$ cat src/uart_chan_pkg.sv
// constants, register map and state types for one uart channel
// Operation
// - tx fifo holds 64, or 256 extended
// - fifo head loads shifter, serialised out
// - fifo off: pending tx byte in entry zero
// - writes to full tx fifo dropped
// - rx fifo holds 64, or 256 extended
// - rx shifter assembles character into fifo
// - rx format follows line format control
// - fifo off: rx character in entry zero
// - rx characters dropped when fifo full
// - each rx entry keeps its error bits
// - enables gate seven interrupt types
// - rts/cts sources fire on rising edge
// - all enables clear means no interrupt
// - bit 7 cts enable, needs enhanced bit
// - bit 6 rts enable, needs enhanced bit
// - bit 5 xoff enable, needs enhanced bit
// - bit 4 sleep enable, needs enhanced bit
// - bit 3 modem status enable
// - bit 2 line status enable
// - bit 1 tx holding empty enable
// - bit 0 rx data available enable
package uart_chan_pkg;
  localparam logic [11:0] ADDR_DATA      = 12'h000;
  localparam logic [11:0] ADDR_IEN       = 12'h004;
  localparam logic [11:0] ADDR_FIFO_CTRL = 12'h008;
  localparam logic [11:0] ADDR_LINE_FMT  = 12'h00C;
  localparam logic [11:0] ADDR_LINE_STAT = 12'h014;
  localparam logic [11:0] ADDR_MODEM_ST  = 12'h018;
  localparam logic [11:0] ADDR_DIVISOR   = 12'h01C;
  localparam logic [11:0] ADDR_PAGED     = 12'h100;
  localparam logic [2:0] IDX_PAGE_SEL   = 3'h0;
  localparam logic [2:0] IDX_DIR_TOGGLE = 3'h1;
  localparam logic [2:0] IDX_ENH_CTRL   = 3'h2;
  localparam logic [2:0] IDX_RESUME1    = 3'h4;
  localparam logic [2:0] IDX_RESUME2    = 3'h5;
  localparam logic [2:0] IDX_HALT1      = 3'h6;
  localparam logic [2:0] IDX_HALT2      = 3'h7;
  localparam logic [2:0] IDX_ADD_FEAT   = 3'h1;
  localparam logic [2:0] IDX_RETX_CNT   = 3'h2;
  localparam logic [2:0] IDX_TX_TRIG    = 3'h4;
  localparam logic [2:0] IDX_RX_TRIG    = 3'h5;
  localparam logic [2:0] IDX_FLOW_UP    = 3'h6;
  localparam logic [2:0] IDX_FLOW_LOW   = 3'h7;
  localparam logic [7:0] PAGED_KEY      = 8'hBF;
  localparam logic [7:0] PAGE_SEL_FIXED = 8'hA4;
  localparam int ENH_BIT       = 4;
  localparam int EXT_DEPTH_BIT = 0;
  localparam int FIFO_EN_BIT   = 0;
  localparam int DEPTH_STD     = 64;
  localparam int DEPTH_EXT     = 256;
  localparam logic [15:0] DIVISOR_RESET = 16'h0001;
  localparam logic [7:0] REG_RESET = 8'h00;
  typedef enum logic [3:0] {
    TX_IDLE  = 4'b0001,
    TX_START = 4'b0010,
    TX_DATA  = 4'b0100,
    TX_STOP  = 4'b1000
  } tx_state_e;
  typedef enum logic [3:0] {
    RX_IDLE  = 4'b0001,
    RX_START = 4'b0010,
    RX_DATA  = 4'b0100,
    RX_STOP  = 4'b1000
  } rx_state_e;
endpackage : uart_chan_pkg

$ cat src/uart_chan.sv
// one uart channel: fifos, serial paths, enables, paged registers, apb slave
//
// Local design decision: register access over APB.
`timescale 1ns/1ps
`default_nettype none
module uart_chan (
  input  wire logic        ref_clk,
  input  wire logic        rst_n,
  input  wire logic        psel,
  input  wire logic        penable,
  input  wire logic        pwrite,
  input  wire logic [11:0] paddr,
  input  wire logic [31:0] pwdata,
  output logic      [31:0] prdata,
  output logic             pready,
  output logic             pslverr,
  input  wire logic        rx_in,
  input  wire logic        cts_in,
  input  wire logic        rts_in,
  input  wire logic        modem_event,
  input  wire logic        xoff_event,
  output logic             tx_out,
  output logic             irq,
  output logic             sleep_mode
);
  typedef struct packed {
    logic [7:0]  ien;
    logic [7:0]  line_fmt;
    logic [7:0]  fifo_ctrl;
    logic [15:0] divisor;
    logic [7:0]  page_sel;
    logic [7:0]  dir_toggle;
    logic [7:0]  enh_ctrl;
    logic [7:0]  resume1;
    logic [7:0]  resume2;
    logic [7:0]  halt1;
    logic [7:0]  halt2;
    logic [7:0]  add_feat;
    logic [7:0]  retx_cnt;
    logic [7:0]  tx_trig;
    logic [7:0]  rx_trig;
    logic [7:0]  flow_up;
    logic [7:0]  flow_low;
    logic [7:0]  tx_wp;
    logic [7:0]  tx_rp;
    logic [8:0]  tx_cnt;
    logic [7:0]  rx_wp;
    logic [7:0]  rx_rp;
    logic [8:0]  rx_cnt;
    uart_chan_pkg::tx_state_e tx_st;
    logic [15:0] tx_baud;
    logic [3:0]  tx_bit;
    logic [8:0]  tx_sh;
    uart_chan_pkg::rx_state_e rx_st;
    logic [15:0] rx_baud;
    logic [3:0]  rx_bit;
    logic [8:0]  rx_sh;
    logic        overrun;
    logic        line_pend;
    logic        txe_pend;
    logic        modem_pend;
    logic        xoff_pend;
    logic        rts_pend;
    logic        cts_pend;
    logic        rts_d;
    logic        cts_d;
    logic        tx_pin;
    logic        irq_o;
    logic [31:0] rdata;
    logic        ready;
  } state_s;
  state_s st_reg;
  state_s st_next;
  logic [7:0] tx_mem [0:255];
  logic [10:0] rx_mem [0:255];
  logic [3:0] wlen;
  logic [3:0] frame_bits;
  logic [8:0] depth;
  logic [7:0] wrap;
  logic       fifo_on;
  logic       paged;
  logic       page4;
  logic       wr_acc;
  logic       rd_acc;
  logic       tx_push;
  logic       tx_pop;
  logic       rx_push;
  logic       rx_pop;
  logic [10:0] rx_entry;
  logic [7:0]  rx_mask;
  logic        par_calc;
  logic        par_err;
  logic        frm_err;
  logic [7:0]  ien_wmask;
  logic [10:0] rx_head;
  always_comb begin
    fifo_on  = st_reg.fifo_ctrl[uart_chan_pkg::FIFO_EN_BIT];
    // extended mode doubles as a plain depth switch; trigger levels not modelled
    depth    = st_reg.add_feat[uart_chan_pkg::EXT_DEPTH_BIT] ? 9'(uart_chan_pkg::DEPTH_EXT)
                                                           : 9'(uart_chan_pkg::DEPTH_STD);
    if (!fifo_on) depth = 9'd1;
    wrap     = 8'(depth - 9'd1);
    wlen     = 4'd5 + {2'b00, st_reg.line_fmt[1:0]};
    frame_bits = wlen + {3'b000, st_reg.line_fmt[3]};
    rx_mask  = 8'hFF >> (4'd8 - wlen);
    paged    = st_reg.line_fmt == uart_chan_pkg::PAGED_KEY;
    page4    = paged && st_reg.page_sel[0];
    wr_acc   = psel && penable && pwrite && !st_reg.ready;
    rd_acc   = psel && penable && !pwrite && !st_reg.ready;
    rx_head  = rx_mem[st_reg.rx_rp];
    ien_wmask = st_reg.enh_ctrl[uart_chan_pkg::ENH_BIT] ? 8'hFF : 8'h0F;
    tx_push  = wr_acc && paddr == uart_chan_pkg::ADDR_DATA && st_reg.tx_cnt < depth;
    rx_pop   = rd_acc && paddr == uart_chan_pkg::ADDR_DATA && st_reg.rx_cnt != 9'd0;
    tx_pop   = 1'b0;
    rx_push  = 1'b0;
    par_calc = ^(st_reg.rx_sh[7:0] & rx_mask) ^ ~st_reg.line_fmt[4];
    par_err  = st_reg.line_fmt[3] && (par_calc != st_reg.rx_sh[8]);
    frm_err  = !rx_in;
    rx_entry = {frm_err, par_err, 1'b0, st_reg.rx_sh[7:0] & rx_mask};
    st_next  = st_reg;
    st_next.ready = psel && penable && !st_reg.ready;
    // transmitter
    case (st_reg.tx_st)
      uart_chan_pkg::TX_IDLE: begin
        st_next.tx_pin = 1'b1;
        if (st_reg.tx_cnt != 9'd0) begin
          tx_pop = 1'b1;
          st_next.tx_sh = {^tx_mem[st_reg.tx_rp] ^ ~st_reg.line_fmt[4], tx_mem[st_reg.tx_rp]};
          st_next.tx_st = uart_chan_pkg::TX_START;
          st_next.tx_baud = st_reg.divisor;
          st_next.tx_pin = 1'b0;
        end
      end
      uart_chan_pkg::TX_START, uart_chan_pkg::TX_DATA: begin
        st_next.tx_baud = st_reg.tx_baud - 16'd1;
        if (st_reg.tx_baud <= 16'd1) begin
          st_next.tx_baud = st_reg.divisor;
          st_next.tx_st = uart_chan_pkg::TX_DATA;
          st_next.tx_bit = st_reg.tx_bit + 4'd1;
          if (st_reg.tx_bit == frame_bits) begin
            st_next.tx_st = uart_chan_pkg::TX_STOP;
            st_next.tx_pin = 1'b1;
          end else if (st_reg.tx_bit == wlen) begin
            st_next.tx_pin = st_reg.tx_sh[8];
          end else begin
            st_next.tx_pin = st_reg.tx_sh[st_reg.tx_bit[2:0]];
          end
        end
      end
      uart_chan_pkg::TX_STOP: begin
        st_next.tx_baud = st_reg.tx_baud - 16'd1;
        if (st_reg.tx_baud <= 16'd1) begin
          st_next.tx_bit = st_reg.tx_bit + 4'd1;
          st_next.tx_baud = st_reg.divisor;
          if (st_reg.tx_bit >= frame_bits + 4'd1 + {3'b000, st_reg.line_fmt[2]}) begin
            st_next.tx_st = uart_chan_pkg::TX_IDLE;
            st_next.tx_bit = 4'd0;
          end
        end
      end
      default: st_next.tx_st = uart_chan_pkg::TX_IDLE;
    endcase
    // status read clears first, so a same-cycle error still lands
    if (rd_acc && paddr == uart_chan_pkg::ADDR_LINE_STAT) begin
      st_next.line_pend = 1'b0;
      st_next.overrun = 1'b0;
    end
    // receiver: sample at mid bit
    case (st_reg.rx_st)
      uart_chan_pkg::RX_IDLE: begin
        if (!rx_in) begin
          st_next.rx_st = uart_chan_pkg::RX_START;
          st_next.rx_baud = {1'b0, st_reg.divisor[15:1]};
          st_next.rx_bit = 4'd0;
        end
      end
      uart_chan_pkg::RX_START: begin
        st_next.rx_baud = st_reg.rx_baud - 16'd1;
        if (st_reg.rx_baud <= 16'd1) begin
          st_next.rx_baud = st_reg.divisor;
          // false start bits are rejected here
          st_next.rx_st = rx_in ? uart_chan_pkg::RX_IDLE : uart_chan_pkg::RX_DATA;
        end
      end
      uart_chan_pkg::RX_DATA: begin
        st_next.rx_baud = st_reg.rx_baud - 16'd1;
        if (st_reg.rx_baud <= 16'd1) begin
          st_next.rx_baud = st_reg.divisor;
          st_next.rx_bit = st_reg.rx_bit + 4'd1;
          if (st_reg.rx_bit < wlen) st_next.rx_sh[st_reg.rx_bit[2:0]] = rx_in;
          else st_next.rx_sh[8] = rx_in;
          if (st_reg.rx_bit + 4'd1 == frame_bits) st_next.rx_st = uart_chan_pkg::RX_STOP;
        end
      end
      uart_chan_pkg::RX_STOP: begin
        st_next.rx_baud = st_reg.rx_baud - 16'd1;
        if (st_reg.rx_baud <= 16'd1) begin
          st_next.rx_st = uart_chan_pkg::RX_IDLE;
          st_next.rx_sh = 9'h000;
          if (st_reg.rx_cnt < depth) rx_push = 1'b1;
          else st_next.overrun = 1'b1;
          st_next.line_pend = st_next.line_pend | frm_err | par_err | !(st_reg.rx_cnt < depth);
        end
      end
      default: st_next.rx_st = uart_chan_pkg::RX_IDLE;
    endcase
    // fifo pointers, wrap at current depth
    if (tx_push) st_next.tx_wp = (st_reg.tx_wp >= wrap) ? 8'h00 : st_reg.tx_wp + 8'h01;
    if (tx_pop) st_next.tx_rp = (st_reg.tx_rp >= wrap) ? 8'h00 : st_reg.tx_rp + 8'h01;
    st_next.tx_cnt = st_reg.tx_cnt + {8'h00, tx_push} - {8'h00, tx_pop};
    if (rx_push) st_next.rx_wp = (st_reg.rx_wp >= wrap) ? 8'h00 : st_reg.rx_wp + 8'h01;
    if (rx_pop) st_next.rx_rp = (st_reg.rx_rp >= wrap) ? 8'h00 : st_reg.rx_rp + 8'h01;
    st_next.rx_cnt = st_reg.rx_cnt + {8'h00, rx_push} - {8'h00, rx_pop};
    // pointers left over from fifo mode must not move the single slot
    if (!fifo_on) begin
      st_next.tx_wp = 8'h00;
      st_next.tx_rp = 8'h00;
      st_next.rx_wp = 8'h00;
      st_next.rx_rp = 8'h00;
    end
    // edge sources; set wins over clear
    st_next.rts_d = rts_in;
    st_next.cts_d = cts_in;
    if (rd_acc && paddr == uart_chan_pkg::ADDR_FIFO_CTRL) begin
      st_next.xoff_pend = 1'b0;
      st_next.rts_pend  = 1'b0;
      st_next.cts_pend  = 1'b0;
      st_next.txe_pend  = 1'b0;
    end
    if (rd_acc && paddr == uart_chan_pkg::ADDR_MODEM_ST) st_next.modem_pend = 1'b0;
    if (tx_push) st_next.txe_pend = 1'b0;
    if (tx_pop && st_reg.tx_cnt == 9'd1) st_next.txe_pend = 1'b1;
    if (modem_event) st_next.modem_pend = 1'b1;
    if (xoff_event) st_next.xoff_pend = 1'b1;
    if (rts_in && !st_reg.rts_d) st_next.rts_pend = 1'b1;
    if (cts_in && !st_reg.cts_d) st_next.cts_pend = 1'b1;
    // register writes
    if (wr_acc) begin
      if (paddr == uart_chan_pkg::ADDR_IEN)
        st_next.ien = (pwdata[7:0] & ien_wmask) | (st_reg.ien & ~ien_wmask);
      if (paddr == uart_chan_pkg::ADDR_FIFO_CTRL) begin
        st_next.fifo_ctrl = pwdata[7:0] & 8'hF9;
        if (pwdata[1]) begin
          st_next.rx_wp = 8'h00;
          st_next.rx_rp = 8'h00;
          st_next.rx_cnt = 9'd0;
        end
        if (pwdata[2]) begin
          st_next.tx_wp = 8'h00;
          st_next.tx_rp = 8'h00;
          st_next.tx_cnt = 9'd0;
        end
      end
      if (paddr == uart_chan_pkg::ADDR_LINE_FMT) st_next.line_fmt = pwdata[7:0];
      if (paddr == uart_chan_pkg::ADDR_DIVISOR) st_next.divisor = pwdata[15:0];
      if (paddr[11:5] == uart_chan_pkg::ADDR_PAGED[11:5] && paged) begin
        if (!page4) begin
          case (paddr[4:2])
            uart_chan_pkg::IDX_PAGE_SEL: st_next.page_sel = {7'h00, pwdata[0]};
            uart_chan_pkg::IDX_DIR_TOGGLE: st_next.dir_toggle = pwdata[7:0] & 8'hF3;
            uart_chan_pkg::IDX_ENH_CTRL: st_next.enh_ctrl = pwdata[7:0];
            uart_chan_pkg::IDX_RESUME1: st_next.resume1 = pwdata[7:0];
            uart_chan_pkg::IDX_RESUME2: st_next.resume2 = pwdata[7:0];
            uart_chan_pkg::IDX_HALT1: st_next.halt1 = pwdata[7:0];
            uart_chan_pkg::IDX_HALT2: st_next.halt2 = pwdata[7:0];
            default: st_next.page_sel = st_reg.page_sel;
          endcase
        end else begin
          case (paddr[4:2])
            uart_chan_pkg::IDX_PAGE_SEL: st_next.page_sel = {7'h00, pwdata[0]};
            uart_chan_pkg::IDX_ADD_FEAT: st_next.add_feat = pwdata[7:0] & 8'h31;
            uart_chan_pkg::IDX_RETX_CNT: st_next.retx_cnt = pwdata[7:0] & 8'h03;
            uart_chan_pkg::IDX_TX_TRIG: st_next.tx_trig = pwdata[7:0];
            uart_chan_pkg::IDX_RX_TRIG: st_next.rx_trig = pwdata[7:0];
            uart_chan_pkg::IDX_FLOW_UP: st_next.flow_up = pwdata[7:0];
            uart_chan_pkg::IDX_FLOW_LOW: st_next.flow_low = pwdata[7:0];
            default: st_next.page_sel = st_reg.page_sel;
          endcase
        end
      end
    end
    // read mux
    st_next.rdata = 32'h0000_0000;
    if (rd_acc) begin
      case (paddr)
        uart_chan_pkg::ADDR_DATA:
          st_next.rdata = {21'h00_0000, (st_reg.rx_cnt != 9'd0) ? rx_head : 11'h000};
        uart_chan_pkg::ADDR_IEN: st_next.rdata = {24'h00_0000, st_reg.ien};
        uart_chan_pkg::ADDR_FIFO_CTRL: st_next.rdata = {24'h00_0000, st_reg.fifo_ctrl};
        uart_chan_pkg::ADDR_LINE_FMT: st_next.rdata = {24'h00_0000, st_reg.line_fmt};
        uart_chan_pkg::ADDR_LINE_STAT:
          st_next.rdata = {24'h00_0000, 1'b0, st_reg.tx_cnt == 9'd0 && st_reg.tx_st == uart_chan_pkg::TX_IDLE,
                           st_reg.tx_cnt == 9'd0, 3'b000, st_reg.overrun, st_reg.rx_cnt != 9'd0};
        uart_chan_pkg::ADDR_MODEM_ST:
          st_next.rdata = {24'h00_0000, st_reg.cts_pend, st_reg.rts_pend, st_reg.xoff_pend,
                           st_reg.modem_pend, st_reg.line_pend, st_reg.txe_pend, 2'b00};
        uart_chan_pkg::ADDR_DIVISOR: st_next.rdata = {16'h0000, st_reg.divisor};
        default: begin
          if (paddr[11:5] == uart_chan_pkg::ADDR_PAGED[11:5] && paged) begin
            case ({page4, paddr[4:2]})
              {1'b0, uart_chan_pkg::IDX_PAGE_SEL}, {1'b1, uart_chan_pkg::IDX_PAGE_SEL}:
                st_next.rdata = {24'h00_0000, uart_chan_pkg::PAGE_SEL_FIXED | st_reg.page_sel};
              {1'b0, uart_chan_pkg::IDX_DIR_TOGGLE}: st_next.rdata = {24'h00_0000, st_reg.dir_toggle};
              {1'b0, uart_chan_pkg::IDX_ENH_CTRL}: st_next.rdata = {24'h00_0000, st_reg.enh_ctrl};
              {1'b0, uart_chan_pkg::IDX_RESUME1}: st_next.rdata = {24'h00_0000, st_reg.resume1};
              {1'b0, uart_chan_pkg::IDX_RESUME2}: st_next.rdata = {24'h00_0000, st_reg.resume2};
              {1'b0, uart_chan_pkg::IDX_HALT1}: st_next.rdata = {24'h00_0000, st_reg.halt1};
              {1'b0, uart_chan_pkg::IDX_HALT2}: st_next.rdata = {24'h00_0000, st_reg.halt2};
              {1'b1, uart_chan_pkg::IDX_ADD_FEAT}: st_next.rdata = {24'h00_0000, st_reg.add_feat};
              {1'b1, uart_chan_pkg::IDX_RETX_CNT}: st_next.rdata = {24'h00_0000, st_reg.retx_cnt};
              {1'b1, uart_chan_pkg::IDX_TX_TRIG}: st_next.rdata = {24'h00_0000, st_reg.tx_trig};
              {1'b1, uart_chan_pkg::IDX_RX_TRIG}: st_next.rdata = {24'h00_0000, st_reg.rx_trig};
              {1'b1, uart_chan_pkg::IDX_FLOW_UP}: st_next.rdata = {24'h00_0000, st_reg.flow_up};
              {1'b1, uart_chan_pkg::IDX_FLOW_LOW}: st_next.rdata = {24'h00_0000, st_reg.flow_low};
              default: st_next.rdata = 32'h0000_0000;
            endcase
          end
        end
      endcase
    end
    st_next.tx_pin = (st_reg.tx_st == uart_chan_pkg::TX_IDLE && !tx_pop) ? 1'b1 : st_next.tx_pin;
    // interrupt output, one cycle behind its sources
    st_next.irq_o = |(st_reg.ien[3:0] & {st_reg.modem_pend, st_reg.line_pend, st_reg.txe_pend,
                                         st_reg.rx_cnt != 9'd0}) |
                    |(st_reg.ien[7:5] & {st_reg.cts_pend, st_reg.rts_pend, st_reg.xoff_pend});
  end
  always_ff @(posedge ref_clk or negedge rst_n) begin
    if (!rst_n) begin
      st_reg <= '0;
      st_reg.divisor <= uart_chan_pkg::DIVISOR_RESET;
      st_reg.tx_st <= uart_chan_pkg::TX_IDLE;
      st_reg.rx_st <= uart_chan_pkg::RX_IDLE;
      st_reg.tx_pin <= 1'b1;
      // pins idle high, so no false rising edge right after reset
      st_reg.rts_d <= 1'b1;
      st_reg.cts_d <= 1'b1;
    end else begin
      st_reg <= st_next;
    end
  end
  // storage has no reset; pointers, counts and the rest of st_reg do
  always_ff @(posedge ref_clk) begin
    if (tx_push) tx_mem[st_reg.tx_wp] <= pwdata[7:0];
    if (rx_push) rx_mem[st_reg.rx_wp] <= rx_entry;
  end
  assign prdata     = st_reg.rdata;
  assign pready     = st_reg.ready;
  assign pslverr    = 1'b0;
  assign tx_out     = st_reg.tx_pin;
  assign irq        = st_reg.irq_o;
  assign sleep_mode = st_reg.ien[4];
endmodule : uart_chan
`default_nettype wire

$ cat config.mk
export PLATFORM = sky130hd
export DESIGN_NAME = uart_chan
export DESIGN_NICKNAME = d
export VERILOG_FILES = /design/src/uart_chan_pkg.sv /design/src/uart_chan.sv
export SDC_FILE = /design/constraint.sdc
export NUM_CORES = 2
export LEC_CHECK = 0
export BUFFER_PORTS_ARGS = -buffer_cell sky130_fd_sc_hd__buf_2
export CAP_MARGIN = 10
export CORE_UTILIZATION = 49
export CTS_CLUSTER_SIZE = 14
export DETAILED_ROUTE_END_ITERATION = 8
export PLACE_DENSITY = 0.7
export SYNTH_ARGS = -nofsm -noshare
export SYNTH_HDL_FRONTEND = slang
export SYNTH_MEMORY_MAX_BITS = 65536
export SYNTH_SLANG_ARGS = --single-unit
$ cat constraint.sdc
create_clock -name ref_clk -period 33 [get_ports ref_clk]
set_input_delay 3.3 -clock ref_clk [delete_from_list [all_inputs] [get_ports ref_clk]]
set_output_delay 3.3 -clock ref_clk [all_outputs]
set_load 0.02 [all_outputs]
Word level (Yosys, flattened, before mapping). Memories as Yosys holds them, arrays and structs flattened. Cells that the tools add are included.

Output and inout bits: 37. Word-level logic and storage cells: 301. Bits in registers: 289. Bits in writable memories: 4608. Memories kept: 2.

Memory list: rx_mem (depth 256, width 10, rd ports 1, clocked after Yosys merged registers in 0, wr ports 1, line uart_chan.sv:75) `logic [10:0] rx_mem [0:255];`; tx_mem (depth 256, width 8, rd ports 1, clocked after Yosys merged registers in 0, wr ports 1, line uart_chan.sv:74) `logic [7:0] tx_mem [0:255];`.

Add/sub/neg operators: 18. Equality and inequality tests: 51. Shifts and indexed selects: 1. Reduce and logical (&&, ||, !) cells: 79. Order comparisons: 13. Bitwise gates (word level): 15. Multiplexer cells: 77.

Operators by type and width (number): 16-bit one-hot mux with 7 select lines (1); 8-bit one-hot mux with 13 select lines (1); 50-bit 2-to-1 mux (2); 8-bit 2-to-1 mux (12); 24-bit 2-to-1 mux (3); 16-bit one-hot mux with 4 select lines (1); 4-bit AND reduction (14); 25-bit 2-to-1 mux (2); 16-bit 2-to-1 mux (3); 16-bit one-hot mux with 3 select lines (1); 20-bit 2-to-1 mux (2); 12-bit by 5-bit equality test with 1-bit output (second input constant) (3); 4-bit equality test (second input constant) (9); 33-bit 2-to-1 mux (1); 8-bit by 1-bit adder with 8-bit output (second input constant) (4); 8-bit greater-or-equal comparator (4); 16-bit by 1-bit <= comparator with 1-bit output (second input constant) (2); 16-bit by 1-bit subtractor with 16-bit output (second input constant) (2); 1-bit 2-to-1 mux (26); 8-bit bitwise AND (3); 12-bit by 4-bit equality test with 1-bit output (second input constant) (2); 4-bit by 3-bit equality test with 1-bit output (second input constant) (6); 1-bit logical AND (22); 11-bit 2-to-1 mux (2); 61 further kinds (126).

Depth between registers and ports, before layout.
Depth after elaboration: 12. Depth in mapped cells: 22. Mapped depth without buffers: 22.

Worst setup path before layout. OpenSTA, ideal clock, no wires.

Kind: register to register. From: register st_reg[288] in the netlist's numbering. To: memory rx_mem[0][8] in the netlist's numbering, data pin. Clock period less this slack: 12.405 ns. Library setup time: 0.876 ns. Stages on the path, launching flop included: 8. Arrival: 11.529 ns. Path slack: 20.595 ns. Cell sequence: dfrtp_1 > inv_1 > ha_1 > nor2b_1 > xnor2_1 > xnor2_1 > nor2_1 > and3b_1.

Longest elaborated chain between the ends: 8.

Ends and longest elaborated chain: from (decl) (line uart_chan.sv:72) `state_s st_reg;`; from (signal assigned) (line uart_chan.sv:338) `st_reg <= st_next;`; 3-bit by 2-bit adder with 4-bit output (line uart_chan.sv:103) `wlen = 4'd5 + {2'b00, st_reg.line_fmt[1:0]};`; 4-bit subtractor (line uart_chan.sv:105) `rx_mask = 8'hFF >> (4'd8 - wlen);`; 8-bit by 4-bit >> shifter with 8-bit output (line uart_chan.sv:105); 8-bit bitwise AND; via rx_entry[5] (line uart_chan.sv:89) `logic [10:0] rx_entry;`; 8-bit parity (line uart_chan.sv:116) `par_calc = ^(st_reg.rx_sh[7:0] & rx_mask) ^ ~st_reg.line_fmt[4];`; 1-bit bitwise XOR (line uart_chan.sv:116); 1-bit inequality test (line uart_chan.sv:117) `par_err = st_reg.line_fmt[3] && (par_calc != st_reg.rx_sh[8]);`; 1-bit logical AND (line uart_chan.sv:117); via par_err (line uart_chan.sv:92) `logic par_err;`; to (decl) (line uart_chan.sv:75).

The timed path passes the listed nets, and every way through them passes these cells.

==> results.md <==
* # port buffers at 57
* Reg2reg start: st_reg[119]
* Crit-path max FO at 47
* Max-cap violation count at 0
* Layout cell share with drive strength beyond 1 at around a quarter
* Routed len/inst at about 31 um
* Total wire length at between 400000 and 500000 um
* Synth unique cells at 80
* Setup TNS at 0 ns
* Largest net degree at the start of global routing at slightly above 200
* Final GP Congestion at slightly above 0.9
* Pre-CTS worst setup slack at ~25 ns
* Area taken by flip-flops and latches at approximately 150000 sq um
* Worst-skew pair later-pin latency at between 0.9 and 1 ns
* Crit share post-route at 23.39%
* Die width at 629.8 um
* Final HPWL DP at about 280000 um
* Vias per cell at 6.366
* Ys async rst share at under 10%
* Hold_sp: st_reg[85]
* Final ANT Viol Nets at 0
* CTS Root Cell: clkbuf_16
* Yosys reg bits at ~4900
* CP Launch Point: st_reg[119]
* DRT Pass-1 Iters at 9
* First-pass GRT wire length at 681800 um
* All-Layer GR Usage at between 20% and 30%
* FILL cells at between 20000 and 30000
* Fin. Hold Viols at 0
* R2r worst-path depth at 11
* Critical path class: flip-flop to flip-flop
* GRT overflow at 0
* Post-synth top cells: edfxtp_1, mux4_2, nor2_1
* Area grow syn2layout at 10.58%
* Max reg flops at between 2000 and 3000
* Register area share after synthesis at 75.10%
* CTS tree: built
* Synth Area per Inst at roughly 21 sq um
* Critical path launch point type: flip-flop
* Worst path cell trace: buf_4 > buf_4 > buf_4 > buf_4 > buf_4 > mux4_2 > mux4_2 > mux4_2 > mux4_2 > a22oi_1 > nor3_1
* Initial antenna violation count at 24
* Crit path DAT at approximately 8.5 ns
* Clock skew at slightly above 0.08 ns
* Die area at around 400000 sq um
* RSZ-0062 raised after global routing: no
* Placement-stage cell area at a little under 200000 sq um
* Core area at slightly below 400000 sq um
* Reg2reg setup slack at ~25 ns
* EDFF count, synth at roughly 4600
* CP endpoint kind: flip-flop
* Area leader, netlist: edfxtp_1
* Number of I/O pins at 91
* Clk sink count at 4874
* H-tree Lvls at 5
* Nets@finish at 9683
* Critical R2R Capture: prdata[9]
* Worst Hold Margin at approximately 0.48 ns
* CTS clk-pin slew, worst paths at roughly 0.06 ns
* Violation count after the first detailed-route iteration at around 13000
* YS warnings at 0
* Placement Rows at 230
* CP max stage cell: buf_4
* Main flop type after synthesis: edfxtp_1
* CTS max path bufs at 4
* Number of CTS-inserted buffers at approximately 460
* Final setup margin at ~25 ns
* Worst Setup EP: prdata[9]
* Top-count cell post-synth: edfxtp_1
* Slew headroom at 14.34%
* Post-CTS setup buffer count at 0
* Netlist Area Pre-Place at between 150000 and 200000 sq um
* Power per cell area at slightly below 70 nW/um^2
* Mapped Cells at approximately 9400
* Max-slew violations at 0
* Status: completed
* Hold Crit Class: flip-flop to flip-flop
* Multi-input gate area at between 40000 and 50000 sq um
* Leakage at 71.83 nW
* Minimum clock period at 7.719 ns
* Critical Path RT at ~34 ns
* Maximum vdd ir drop at 0.08773 mV
* DR vias at about 97000
* Fin area at 213600 sq um
* Post-synth top area share at between 70% and 80%
* Vias in the first global route at between 90000 and 100k
* DR DRC count at 0
* Starting Density at roughly half
* Synth area leaders: edfxtp_1, mux4_2, dfrtp_1, mux2i_1, nor2_1
* Worst-margin pin slew at 1.285 ns
* Fmax at 129.5 MHz
* Most frequent CP cell: buf_4
* # setup viols final at 0
* Hold Buf Count CTS at 0
* Die Ht at ~630 um
* Crit path largest cell delay at 0.84 ns
* PostCTS Resize Cnt at 0
-- layout make-up --
cell class	count	area share (%)
Sequential cell	4874	67.94
Multi-Input combinational cell	3901	21.20
Clock buffer	572	5.695
Tap cell	5220	3.058
Clock inverter	299	1.139
Timing Repair Buffer	229	0.8390
Inverter	60	0.1125
Antenna cell	15	0.01758
-- per-layer routing --
layer	up-vias	GRT usage [%]	part of all wire (%)
met2	5507	35.95	47
met5	-	0	0.017
met3	852	5.213	11
met4	12	7.907	3.6
met1	51051	33.94	39
li1	39151	-	-
-- through the flow --
stage | util [%] | power (mW) | cells
global route | 54.44 | 14.79 | 15159
floorplan | - | 8.569 | 9410
detailed placement | 50.71 | 9.358 | 14283
finish | 54.45 | 14.40 | 15170
CTS | 54.43 | 14.42 | 15154
global placement | 50.71 | 9.320 | 14283
-- power breakdown --
part | switching [mW] | internal, mW
clock | 2.28 | 2.85
combinational | 1.49 | 0.928
sequential | 0.0937 | 6.76
total | 3.86 | 10.5
-- cells in the final DEF, fill, tap and decap left out, types with 20 or more instances in the layout --
cell type	instances
clkbuf_16	468
nor2b_1	32
buf_4	162
o221ai_1	141
dfrtp_1	244
nand2b_1	24
a31oi_1	23
o21ai_0	137
mux2i_1	326
nor2_1	681
mux4_2	1236
nand3_1	52
nor3_1	73
buf_2	48
nand4_1	22
a21oi_1	188
edfxtp_1	4608
clkinv_2	109
clkbuf_1	98
clkinv_1	117
ha_1	96
and3_1	20
a21o_1	20
a22oi_1	42
mux2_2	130
o22ai_1	76
inv_1	55
a221oi_1	22
nand2_1	226
xor2_1	33
xnor2_1	42
bufinv_16	30
-- critical path: cells and delay by family (launching register included) --
| family | cells | cell delay, ns |
|---|---|---|
| AO/OA/AOI/OAI | 1 | 0.21 |
| multiplexers | 4 | 2.50 |
| flip-flops | 1 | 0.82 |
| AND/OR/NAND/NOR | 1 | 0.09 |
| buffers and inverters | 5 | 3.73 |
-- worst min-delay path by stage --
stage | slack, ns | cells past startpoint | to
after floorplan | 0.43 | 2 | st_reg[49]
after CTS | 0.48 | 2 | st_reg[84]
after global routing | 0.50 | 2 | st_reg[85]
after detailed placement | 0.47 | 2 | st_reg[84]
after global placement | 0.46 | 2 | st_reg[84]
final | 0.48 | 2 | st_reg[85]
-- cells by family after synthesis --
kind of cell	count (synthesis)	share of synthesized area, %
DFF	4874	75.10
muxes	1692	16.86
and+or+nand+nor	1244	2.765
AOI/OAI and AO/OA	772	2.681
buffers and inverters	635	1.575
adders and majority gates	99	0.6530
xor gates and xnor gates	77	0.3635
other	1	0.001942
Power figures use the tool's default switching activity.
